$ cat src/ufb_defs.svh
/*
  Register indices, field positions, reset values and timing figures
  for the serial frame and baud configuration block.
  Assumes inclusion by bare name from the design file.
*/
`ifndef UFB_DEFS_SVH
`define UFB_DEFS_SVH
// Register indices; the byte address is four times the index
`define UFB_IDX_RX_LOW 8'h00
`define UFB_IDX_RX_HIGH 8'h01
`define UFB_IDX_TX_LOW 8'h02
`define UFB_IDX_TX_HIGH 8'h03
`define UFB_IDX_STATUS 8'h04
`define UFB_IDX_CTRLB 8'h06
`define UFB_IDX_FRAME 8'h07
`define UFB_IDX_BAUD_LOW 8'h08
`define UFB_IDX_BAUD_HIGH 8'h09
`define UFB_IDX_WINDOW 8'h0a
// Field positions
`define UFB_MODE_HI 7
`define UFB_MODE_LO 6
`define UFB_PAR_HI 5
`define UFB_PAR_LO 4
`define UFB_STOP_BIT 3
`define UFB_SIZE_HI 2
`define UFB_SIZE_LO 0
`define UFB_ORDER_BIT 2
`define UFB_PHASE_BIT 1
`define UFB_MULTI_NODE_ADDRESS_ENABLE_BIT 0
`define UFB_RXM_HI 2
`define UFB_RXM_LO 1
`define UFB_WIN_HI 7
`define UFB_WIN_LO 6
`define UFB_SYNC_ERR_BIT 0
// Reset values
`define UFB_FRAME_RST 8'h03
`define UFB_CTRLB_RST 8'h00
`define UFB_WINDOW_RST 8'h00
`define UFB_BAUD_RST 16'h0000
// Auto-baud figures
`define UFB_SYNC_CHAR 8'h55
`define UFB_NOMINAL_GAP 6'h20
`define UFB_SAMPLES_PER_BIT 5'h10
`define UFB_TOL_W0 6'h06
`define UFB_TOL_W1 6'h05
`define UFB_TOL_W2 6'h07
`define UFB_TOL_W3 6'h08
`endif

$ cat src/ufb_config_sva_note.sv
`timescale 1ns/1ps

$ cat src/ufb_pkg.sv
/*
  Types shared by the frame and baud configuration block.
  Assumes nothing of its surroundings.
*/
package ufb_pkg;
  typedef enum logic [1:0] {
    UFB_ASYNC = 2'b00,
    UFB_SYNC = 2'b01,
    UFB_INFRARED = 2'b10,
    UFB_HOST_SPI = 2'b11
  } ufb_link_mode_t;
  typedef enum logic [1:0] {
    UFB_PAR_NONE = 2'b00,
    UFB_PAR_RSVD = 2'b01,
    UFB_PAR_EVEN = 2'b10,
    UFB_PAR_ODD = 2'b11
  } ufb_parity_t;
  typedef enum logic [2:0] {
    UFB_CH5 = 3'b000,
    UFB_CH6 = 3'b001,
    UFB_CH7 = 3'b010,
    UFB_CH8 = 3'b011,
    UFB_CH_R4 = 3'b100,
    UFB_CH_R5 = 3'b101,
    UFB_CH9_LOW = 3'b110,
    UFB_CH9_HIGH = 3'b111
  } ufb_char_size_t;
  typedef enum logic [1:0] {
    UFB_RX_NORMAL = 2'b00,
    UFB_RX_DOUBLE = 2'b01,
    UFB_RX_GEN_AUTO = 2'b10,
    UFB_RX_LIN_AUTO = 2'b11
  } ufb_rx_speed_t;
endpackage

$ cat src/ufb_config.sv
/*
  Frame, mode and baud configuration registers of a serial transceiver,
  an AXI4-Lite slave, plus the transmit word FIFO that feeds the shifter.
  Assumes the shifter, sampler and auto-baud engines sit outside on aclk.
*/
// Overview of operation
// Multi-node address enable bit switches multi-processor mode on at 1, off at 0.
// Link mode field: 0 async, 1 sync, 2 infrared, 3 host SPI.
// In host SPI mode the low frame bits become bit order and sample phase.
// Parity field: 0 none, 2 even, 3 odd; 1 is reserved.
// Stop count bit gives one or two transmitted stop bits; receiver ignores it.
// Shared char width: codes 0-3 give 5-8 bits, 6 and 7 give 9.
// Nine-bit words: code 6 takes low byte first, code 7 high byte first.
// SPI bit order 0 shifts MSB first, 1 LSB first, both directions.
// Software must not change SPI bit order during a transfer.
// SPI sample phase 0 samples on leading edge, 1 on trailing edge.
// Baud divisor is 16 bits: low byte at base, high byte next.
// Any baud divisor write reloads the prescaler at once.
// Software should not change the baud divisor while transferring.
// LIN auto-baud nominal gap is 32 samples, 16 samples per bit.
// Window field gives 32 plus or minus 6, 5, 7, 8 for codes 0-3.
// Receiver speed code 3 selects LIN auto-baud, where the window applies.
// In LIN auto-baud a sync character other than 0x55 flags an error.
// Software never writes reserved parity or width codes.
// Reset gives async, no parity, one stop, eight bits, zero baud and window.
`timescale 1ns/1ps
`include "ufb_defs.svh"
`default_nettype none

module ufb_fifo #(
  parameter int WIDTH = 9,
  parameter int DEPTH = 16
) (
  // Clock and reset
  input wire logic aclk,
  input wire logic aresetn,
  // Fill side
  input wire logic in_valid,
  output logic in_ready,
  input wire logic [WIDTH-1:0] in_data,
  // Drain side
  output logic out_valid,
  input wire logic out_ready,
  output logic [WIDTH-1:0] out_data
);
  localparam int AW = $clog2(DEPTH);
  logic [WIDTH-1:0] mem_q [DEPTH];
  logic [AW-1:0] wr_q;
  logic [AW-1:0] rd_q;
  logic [AW:0] cnt_q;
  logic push;
  logic pop;
  assign in_ready = (cnt_q != (AW+1)'(DEPTH));
  assign out_valid = (cnt_q != '0);
  assign push = in_valid && in_ready;
  assign pop = out_valid && out_ready;
  assign out_data = mem_q[rd_q];
  always_ff @(posedge aclk) begin
    if (push) begin
      mem_q[wr_q] <= in_data;
    end
  end
  always_ff @(posedge aclk) begin
    if (!aresetn) begin
      wr_q <= '0;
      rd_q <= '0;
      cnt_q <= '0;
    end else begin
      if (push) begin
        wr_q <= (wr_q == AW'(DEPTH-1)) ? '0 : wr_q + 1'b1;
      end
      if (pop) begin
        rd_q <= (rd_q == AW'(DEPTH-1)) ? '0 : rd_q + 1'b1;
      end
      cnt_q <= cnt_q + (AW+1)'(push) - (AW+1)'(pop);
    end
  end
endmodule

module ufb_config #(
  parameter int FIFO_DEPTH = 16
) (
  // Clock and reset
  input wire logic aclk,
  input wire logic aresetn,
  // AXI4-Lite write
  input wire logic [31:0] s_axi_awaddr,
  input wire logic s_axi_awvalid,
  output logic s_axi_awready,
  input wire logic [31:0] s_axi_wdata,
  input wire logic [3:0] s_axi_wstrb,
  input wire logic s_axi_wvalid,
  output logic s_axi_wready,
  output logic [1:0] s_axi_bresp,
  output logic s_axi_bvalid,
  input wire logic s_axi_bready,
  // AXI4-Lite read
  input wire logic [31:0] s_axi_araddr,
  input wire logic s_axi_arvalid,
  output logic s_axi_arready,
  output logic [31:0] s_axi_rdata,
  output logic [1:0] s_axi_rresp,
  output logic s_axi_rvalid,
  input wire logic s_axi_rready,
  // Mode and frame format to the engines
  output ufb_pkg::ufb_link_mode_t link_mode_select,
  output logic infrared_mode,
  output logic host_spi_mode,
  output logic multi_node_address_enable,
  output ufb_pkg::ufb_parity_t parity_select,
  output logic stop_count_select,
  output logic [3:0] char_bits,
  output logic nine_bit_low_first,
  output logic nine_bit_high_first,
  output logic spi_bit_order,
  output logic spi_sample_phase,
  // Baud and auto-baud
  output logic [15:0] baud_divisor,
  output logic baud_reload,
  output ufb_pkg::ufb_rx_speed_t receiver_speed_select,
  output logic lin_sync_autobaud_mode,
  output logic [5:0] sync_gap_min,
  output logic [5:0] sync_gap_max,
  output logic [4:0] samples_per_bit,
  input wire logic sync_char_valid,
  input wire logic [7:0] sync_char,
  output logic sync_field_error_flag,
  // Transmit word stream
  output logic transmit_word_valid,
  input wire logic transmit_word_ready,
  output logic [8:0] transmit_word,
  // Receive word from the sampler
  input wire logic receive_word_valid,
  input wire logic [8:0] receive_word
);
  logic [7:0] frame_q;
  logic [7:0] ctrlb_q;
  logic [7:0] window_q;
  logic [15:0] baud_q;
  logic sync_err_q;
  logic [8:0] rx_word_q;
  logic [7:0] tx_part_q;
  logic tx_part_hi_q;
  logic [31:0] awaddr_q;
  logic aw_held_q;
  logic [31:0] wdata_q;
  logic [3:0] wstrb_q;
  logic w_held_q;
  logic bvalid_q;
  logic [1:0] bresp_q;
  logic rvalid_q;
  logic [31:0] rdata_q;
  logic [1:0] rresp_q;
  logic wr_go;
  logic [7:0] wr_idx;
  logic wr_map;
  logic [7:0] rd_idx;
  logic [7:0] wbyte;
  logic wr_low;
  logic push_valid;
  logic push_ready;
  logic [8:0] push_data;
  logic nine_bit;
  logic tx_hit;
  logic tx_last;
  logic [7:0] rd_byte;
  logic rd_map;
  logic [5:0] tol;

  // Write channels are taken independently; the response waits for both
  assign s_axi_awready = !aw_held_q && !bvalid_q;
  assign s_axi_wready = !w_held_q && !bvalid_q;
  assign s_axi_bvalid = bvalid_q;
  assign s_axi_bresp = bresp_q;
  assign s_axi_arready = !rvalid_q;
  assign s_axi_rvalid = rvalid_q;
  assign s_axi_rdata = rdata_q;
  assign s_axi_rresp = rresp_q;
  assign wr_go = aw_held_q && w_held_q && !bvalid_q;
  assign wr_idx = awaddr_q[9:2];
  assign rd_idx = s_axi_araddr[9:2];
  assign wbyte = wdata_q[7:0];
  assign wr_low = wr_go && wr_map && wstrb_q[0];

  always_ff @(posedge aclk) begin
    if (!aresetn) begin
      aw_held_q <= 1'b0;
      awaddr_q <= 32'h0000_0000;
      w_held_q <= 1'b0;
      wdata_q <= 32'h0000_0000;
      wstrb_q <= 4'h0;
    end else begin
      if (s_axi_awvalid && s_axi_awready) begin
        aw_held_q <= 1'b1;
        awaddr_q <= s_axi_awaddr;
      end else if (wr_go) begin
        aw_held_q <= 1'b0;
      end
      if (s_axi_wvalid && s_axi_wready) begin
        w_held_q <= 1'b1;
        wdata_q <= s_axi_wdata;
        wstrb_q <= s_axi_wstrb;
      end else if (wr_go) begin
        w_held_q <= 1'b0;
      end
    end
  end

  always_comb begin
    unique case (wr_idx)
      `UFB_IDX_TX_LOW, `UFB_IDX_TX_HIGH, `UFB_IDX_STATUS, `UFB_IDX_CTRLB,
      `UFB_IDX_FRAME, `UFB_IDX_BAUD_LOW, `UFB_IDX_BAUD_HIGH,
      `UFB_IDX_WINDOW: wr_map = (awaddr_q[31:10] == '0) && (awaddr_q[1:0] == 2'b00);
      default: wr_map = 1'b0;
    endcase
  end

  always_ff @(posedge aclk) begin
    if (!aresetn) begin
      bvalid_q <= 1'b0;
      bresp_q <= 2'b00;
    end else if (wr_go) begin
      bvalid_q <= 1'b1;
      bresp_q <= wr_map ? 2'b00 : 2'b10;
    end else if (s_axi_bready) begin
      bvalid_q <= 1'b0;
    end
  end

  // Control registers; reserved codes are stored as written
  always_ff @(posedge aclk) begin
    if (!aresetn) begin
      frame_q <= `UFB_FRAME_RST;
      ctrlb_q <= `UFB_CTRLB_RST;
      window_q <= `UFB_WINDOW_RST;
    end else if (wr_low && wr_map) begin
      if (wr_idx == `UFB_IDX_FRAME) begin
        frame_q <= wbyte;
      end
      if (wr_idx == `UFB_IDX_CTRLB) begin
        ctrlb_q <= wbyte;
      end
      if (wr_idx == `UFB_IDX_WINDOW) begin
        window_q <= wbyte & 8'hc0;
      end
    end
  end

  always_ff @(posedge aclk) begin
    if (!aresetn) begin
      baud_q <= `UFB_BAUD_RST;
      baud_reload <= 1'b0;
    end else begin
      baud_reload <= wr_low && ((wr_idx == `UFB_IDX_BAUD_LOW) ||
                                (wr_idx == `UFB_IDX_BAUD_HIGH));
      if (wr_low && (wr_idx == `UFB_IDX_BAUD_LOW)) begin
        baud_q[7:0] <= wbyte;
      end
      if (wr_low && (wr_idx == `UFB_IDX_BAUD_HIGH)) begin
        baud_q[15:8] <= wbyte;
      end
    end
  end

  // Mode decode
  assign link_mode_select = ufb_pkg::ufb_link_mode_t'(frame_q[`UFB_MODE_HI:`UFB_MODE_LO]);
  assign host_spi_mode = (link_mode_select == ufb_pkg::UFB_HOST_SPI);
  assign infrared_mode = (link_mode_select == ufb_pkg::UFB_INFRARED);
  assign multi_node_address_enable = ctrlb_q[`UFB_MULTI_NODE_ADDRESS_ENABLE_BIT];
  assign baud_divisor = baud_q;

  // Frame fields only mean parity, stop and width outside host SPI mode
  always_comb begin
    parity_select = ufb_pkg::UFB_PAR_NONE;
    stop_count_select = 1'b0;
    char_bits = 4'h8;
    spi_bit_order = 1'b0;
    spi_sample_phase = 1'b0;
    if (host_spi_mode) begin
      spi_bit_order = frame_q[`UFB_ORDER_BIT];
      spi_sample_phase = frame_q[`UFB_PHASE_BIT];
    end else begin
      parity_select = ufb_pkg::ufb_parity_t'(frame_q[`UFB_PAR_HI:`UFB_PAR_LO]);
      stop_count_select = frame_q[`UFB_STOP_BIT];
      unique case (ufb_pkg::ufb_char_size_t'(frame_q[`UFB_SIZE_HI:`UFB_SIZE_LO]))
        ufb_pkg::UFB_CH5: char_bits = 4'h5;
        ufb_pkg::UFB_CH6: char_bits = 4'h6;
        ufb_pkg::UFB_CH7: char_bits = 4'h7;
        ufb_pkg::UFB_CH9_LOW, ufb_pkg::UFB_CH9_HIGH: char_bits = 4'h9;
        default: char_bits = 4'h8;
      endcase
    end
  end
  assign nine_bit = (char_bits == 4'h9);
  assign nine_bit_low_first = nine_bit && !frame_q[`UFB_SIZE_LO];
  assign nine_bit_high_first = nine_bit && frame_q[`UFB_SIZE_LO];

  // Auto-baud window
  assign receiver_speed_select = ufb_pkg::ufb_rx_speed_t'(ctrlb_q[`UFB_RXM_HI:`UFB_RXM_LO]);
  assign lin_sync_autobaud_mode = (receiver_speed_select == ufb_pkg::UFB_RX_LIN_AUTO);
  always_comb begin
    unique case (window_q[`UFB_WIN_HI:`UFB_WIN_LO])
      2'b00: tol = `UFB_TOL_W0;
      2'b01: tol = `UFB_TOL_W1;
      2'b10: tol = `UFB_TOL_W2;
      2'b11: tol = `UFB_TOL_W3;
    endcase
  end
  assign sync_gap_min = `UFB_NOMINAL_GAP - tol;
  assign sync_gap_max = `UFB_NOMINAL_GAP + tol;
  assign samples_per_bit = `UFB_SAMPLES_PER_BIT;

  // Sync error: a new event beats a write-one clear in the same cycle
  always_ff @(posedge aclk) begin
    if (!aresetn) begin
      sync_err_q <= 1'b0;
    end else if (lin_sync_autobaud_mode && sync_char_valid &&
                 (sync_char != `UFB_SYNC_CHAR)) begin
      sync_err_q <= 1'b1;
    end else if (wr_low && (wr_idx == `UFB_IDX_STATUS) && wbyte[`UFB_SYNC_ERR_BIT]) begin
      sync_err_q <= 1'b0;
    end
  end
  assign sync_field_error_flag = sync_err_q;

  // Nine-bit words are pushed when the second byte of the pair lands
  assign tx_hit = wr_low && ((wr_idx == `UFB_IDX_TX_LOW) || (wr_idx == `UFB_IDX_TX_HIGH));
  assign tx_last = !nine_bit ? (wr_idx == `UFB_IDX_TX_LOW) :
                   nine_bit_low_first ? (wr_idx == `UFB_IDX_TX_HIGH) :
                   (wr_idx == `UFB_IDX_TX_LOW);
  always_ff @(posedge aclk) begin
    if (!aresetn) begin
      tx_part_q <= 8'h00;
      tx_part_hi_q <= 1'b0;
    end else if (tx_hit && !tx_last) begin
      tx_part_q <= wbyte;
      tx_part_hi_q <= wbyte[0];
    end
  end
  always_comb begin
    push_data = {1'b0, wbyte};
    if (nine_bit && nine_bit_low_first) begin
      push_data = {wbyte[0], tx_part_q};
    end else if (nine_bit) begin
      push_data = {tx_part_hi_q, wbyte};
    end
  end
  // A full FIFO drops the word; software watches the status fill bit
  assign push_valid = tx_hit && tx_last;

  ufb_fifo #(
    .WIDTH(9),
    .DEPTH(FIFO_DEPTH)
  ) u_tx_fifo (
    .aclk(aclk),
    .aresetn(aresetn),
    .in_valid(push_valid),
    .in_ready(push_ready),
    .in_data(push_data),
    .out_valid(transmit_word_valid),
    .out_ready(transmit_word_ready),
    .out_data(transmit_word)
  );

  always_ff @(posedge aclk) begin
    if (!aresetn) begin
      rx_word_q <= 9'h000;
    end else if (receive_word_valid) begin
      rx_word_q <= receive_word;
    end
  end

  // Reads
  always_comb begin
    rd_byte = 8'h00;
    rd_map = (s_axi_araddr[31:10] == '0) && (s_axi_araddr[1:0] == 2'b00);
    unique case (rd_idx)
      `UFB_IDX_RX_LOW: rd_byte = rx_word_q[7:0];
      `UFB_IDX_RX_HIGH: rd_byte = {7'h00, rx_word_q[8]};
      `UFB_IDX_STATUS: rd_byte = {6'h00, !push_ready, sync_err_q};
      `UFB_IDX_CTRLB: rd_byte = ctrlb_q;
      `UFB_IDX_FRAME: rd_byte = host_spi_mode ? (frame_q & 8'hc6) : frame_q;
      `UFB_IDX_BAUD_LOW: rd_byte = baud_q[7:0];
      `UFB_IDX_BAUD_HIGH: rd_byte = baud_q[15:8];
      `UFB_IDX_WINDOW: rd_byte = window_q;
      default: rd_map = 1'b0;
    endcase
  end
  always_ff @(posedge aclk) begin
    if (!aresetn) begin
      rvalid_q <= 1'b0;
      rdata_q <= 32'h0000_0000;
      rresp_q <= 2'b00;
    end else if (s_axi_arvalid && !rvalid_q) begin
      rvalid_q <= 1'b1;
      rdata_q <= {24'h000000, rd_map ? rd_byte : 8'h00};
      rresp_q <= rd_map ? 2'b00 : 2'b10;
    end else if (s_axi_rready) begin
      rvalid_q <= 1'b0;
    end
  end
endmodule

`default_nettype wire

$ cat config.mk
export PLATFORM = sky130hd
export DESIGN_NAME = ufb_config
export DESIGN_NICKNAME = d
export VERILOG_FILES = /design/src/ufb_config_sva_note.sv /design/src/ufb_pkg.sv /design/src/ufb_config.sv
export VERILOG_INCLUDE_DIRS = /design/src /design/src/src
export SDC_FILE = /design/constraint.sdc
export NUM_CORES = 1
export LEC_CHECK = 0
export ABC_AREA = 0
export ABC_CLOCK_PERIOD_IN_PS = 3700
export BUFFER_PORTS_ARGS = -buffer_cell sky130_fd_sc_hd__buf_4
export CORE_MARGIN = 2
export CORE_UTILIZATION = 55
export CTS_CLUSTER_SIZE = 28
export DETAILED_ROUTE_END_ITERATION = 10
export PLACE_DENSITY_LB_ADDON = 0.08
export SLEW_MARGIN = 10
export SYNTH_ARGS = -nofsm -noshare
export SYNTH_HDL_FRONTEND = slang
export SYNTH_SLANG_ARGS = --single-unit
$ cat constraint.sdc
create_clock -name aclk -period 3.7 [get_ports aclk]
set_input_delay 0.185 -clock aclk [delete_from_list [all_inputs] [get_ports aclk]]
set_output_delay 0.185 -clock aclk [all_outputs]
set_load 0.05 [all_outputs]
==> flow_summary.json <==
{
  "run_status": "finished clean",
  "gp_congestion": 0.804,
  "num_vias": 7833,
  "r2r-start": "u_tx_fifo.cnt_q[3]",
  "fp-row-count": 52,
  "p_per_area_nw_per_um2": 526,
  "combPwrFrac_pct": 16.6,
  "worstPathCellList": "inv_1 -> ha_1 -> or4b_2 -> and2_1 -> ha_1 -> inv_1 -> ha_1 -> fa_1 -> a21oi_1 -> nor2_1 -> or3_1 -> a21oi_1",
  "instances_no_fill": 1428,
  "wl_per_cell_um": 18.9,
  "layout_common_cells": "buf_4, nand2_1, edfxtp_1",
  "port_buffers": 169,
  "hpwl_um": 18800,
  "skew_ns": 0.0131,
  "r2r_end": "u_tx_fifo.cnt_q[4]",
  "maxSlewViolCount": 0,
  "io_pins": 232,
  "avgViaCountPerCell": 5.49,
  "grt_pass1_vias": 7730,
  "dr.pass1.iters": 5,
  "cts_buffers": 27,
  "fin_nets": 1281,
  "antenna_left": 0,
  "drive_above_1_share_pct": 24.8,
  "n_fill_cell": 1475,
  "critPathTopFamily": "simple AND/OR/NAND/NOR gates",
  "clk_pin_slew_worst_paths_ns": 0.06,
  "hold_viol_final": 0,
  "dp_cells": 1325,
  "async_flop_share_pct": 0,
  "grt_antenna_before_repair": 0,
  "cts-root-buf": "clkbuf_16",
  "utilization_pct": 70.4,
  "cp_slowest_cell": "or4b_2",
  "holdPathStages": 3,
  "drt_iter0_drc": 505,
  "rsz0062_at_grt": "false",
  "start_util_pct": 56.4,
  "ys_ff_latch": 269,
  "slew_headroom_pct": 25.2,
  "dieArea_um2": 22100,
  "ir_drop_v": 0.000392,
  "grt_max_degree": 53,
  "path_class": "flop to flop",
  "seq_power_share_pct": 44.1,
  "finalCriticalPeriod_ns": 3.12,
  "cts_tree": "done",
  "critPathLaunchType": "flop",
  "layout.cells.most_common": "buf_4",
  "leakagePower_nw": 5.57,
  "p_clk_share_pct": 39.3,
  "tightest_slew_ns": 1.11,
  "max_stage_delay_ns": 0.60,
  "clock_path_buffers": 3,
  "core_um2": 20400,
  "hp-class": "input port to flop",
  "htree_levels": 1,
  "power_switching_w": 0.00192,
  "total_power_w": 0.00754,
  "die_h_um": 149,
  "crit_top_cell": "ha_1",
  "min_from": "s_axi_arvalid",
  "cts_resized": 0,
  "syn_to_final_growth_pct": 24.7,
  "grt_overflow_total": 0,
  "synthFlopType": "edfxtp_1",
  "syn_inst": 933,
  "cp.arrival_ns": 3.58,
  "avgSynthCellArea_um2": 12.3,
  "worstSkewPairLatency_ns": 0.54,
  "drcViolationCount": 0,
  "synth-warning-count": 0,
  "synth_cell_types": 57,
  "cp-end-kind": "flop",
  "setup_tns_ns": 0,
  "maxCapViolCount": 0,
  "setup_viol": 0,
  "finalCritPeriodShare_pct": 84.3,
  "critPathMaxFanout": 5,
  "wl_um": 26900,
  "rrSetupSlack_ns": 0.58,
  "power.internal_w": 0.00562,
  "cts_num_sinks": 269,
  "insertedDiodeCount": 0,
  "hold_end": "s_axi_rvalid",
  "crit_buf_inv": 2,
  "swShare_pct": 25.4,
  "die_w_um": 149,
  "r2r_cells": 12,
  "grt_use_total_pct": 24.5,
  "fmax_mhz": 321,
  "required_ns": 4.16,
  "synth_edf_count": 144,
  "grt_pass1_wl_um": 41900,
  "synth_area_um2": 11500,
  "seq_area_frac_synth_pct": 59.4
}
[worst max-delay path by stage]
stage                       startpoint            endpoint  slack, ns  cells past startpoint
floorplan           u_tx_fifo.cnt_q[3]  u_tx_fifo.cnt_q[4]       0.39                     13
global route        u_tx_fifo.cnt_q[2]  u_tx_fifo.cnt_q[4]       0.44                     12
detailed placement  u_tx_fifo.cnt_q[3]  u_tx_fifo.cnt_q[4]       0.58                     12
CTS                 u_tx_fifo.cnt_q[3]  u_tx_fifo.cnt_q[4]       0.56                     12
global placement    u_tx_fifo.cnt_q[3]  u_tx_fifo.cnt_q[4]       0.61                     12
finish              u_tx_fifo.cnt_q[3]  u_tx_fifo.cnt_q[4]       0.58                     12
[state kept, by name, summed over array words and instances, names as in the netlist, named ones only]
signal                 count
aw_held_q                  1
awaddr_q                  32
baud_divisor              16
baud_reload                1
ctrlb_q                    8
frame_q                    8
rx_word_q                  9
s_axi_bresp                1
s_axi_bvalid               1
s_axi_rdata                8
s_axi_rresp                1
s_axi_rvalid               1
sync_field_error_flag      1
tx_part_q                  8
u_tx_fifo.cnt_q            5
u_tx_fifo.mem_q          144
u_tx_fifo.rd_q             4
u_tx_fifo.wr_q             4
w_held_q                   1
wdata_q                    8
window_q                   2
wstrb_q                    1
[worst min-delay path, delay by kind of cell]
family / cells / cell delay (ns)
buf+inv: 1 / 0.08
simple gates: 1 / 0.07
compound gates: 1 / 0.16
[metal layers]
metal / vias up / wire [µm] / track usage (%)
li1: 3726 / - / -
met1: 3822 / 10700 / 30.7
met2: 248 / 14300 / 45.0
met3: 37 / 1340 / 3.71
met4: 0 / 517 / 5.29
met5: - / 0 / 0
[what timing repair did]
item	in CTS	in global routing
hold endpoints to repair	53	0
hold buffers	53	0
buffers inserted	0	0
[cell usage after synthesis (5+ instances only)]
master	count	share of area, %
clkbuf_1	37	1.2
and3_1	20	1.1
a21oi_1	53	2.3
edfxtp_1	144	38
nor2b_1	7	0.38
dfxtp_1	125	22
buf_4	40	2.6
buf_1	7	0.23
nand2_1	167	5.5
or4_1	5	0.33
nand2b_1	7	0.38
mux2i_1	52	4.5
nor4_1	14	0.76
nand3_1	7	0.30
and2_1	12	0.65
nand4_1	5	0.27
mux4_2	45	8.8
inv_1	21	0.69
nor2_1	46	1.5
ha_1	16	1.7
mux2_2	9	0.88
o21ai_0	20	0.87
[power by group through the flow]
| stage | combinational (W) | clock (W) | sequential [W] |
|---|---|---|---|
| after floorplan | 0.000952 | 0 | 0.00334 |
| after global placement | 0.00119 | 0 | 0.00338 |
| after detailed placement | 0.00122 | 0 | 0.00339 |
| after CTS | 0.00127 | 0.00300 | 0.00332 |
| after global routing | 0.00136 | 0.00311 | 0.00334 |
| final | 0.00125 | 0.00296 | 0.00332 |
[cells by family (layout without fill, tap and decap cells)]
logic type               Yosys count  after routing  synth area share [%]
multiplexers                     106            106                  14.2
XOR/XNOR                           7              7                 0.533
flip-flops                       269            269                  59.4
AO/OA/AOI/OAI                    105            105                  5.58
buffers and inverters            108            300                  4.86
AND/OR/NAND/NOR                  319            319                  13.4
adder cells (fa/ha/maj)           17             17                  1.92
other                              2             35                0.0653
[stage by stage]
stage / hold WS [ns] / worst slack [ns] / instance area (µm²)
detailed placement: 0.380 / 0.581 / 12800
CTS: 0.0193 / 0.559 / 14300
global route: 0.0190 / 0.445 / 14300
floorplan: 0.284 / 0.392 / 11600
global placement: 0.377 / 0.613 / 12800
finish: 0.0174 / 0.582 / 14300
[final cells by class]
| class | count | area (µm²) | area share, % |
|---|---|---|---|
| Tap cell | 270 | 338 | 2.36 |
| Sequential cell | 269 | 6830 | 47.7 |
| Inverter | 22 | 82.6 | 0.576 |
| Multi-Input combinational cell | 589 | 4230 | 29.5 |
| Clock inverter | 14 | 211 | 1.48 |
| Timing Repair Buffer | 228 | 1860 | 13.0 |
| Clock buffer | 36 | 779 | 5.44 |
No activity file was read; power rests on OpenSTA's default activity.
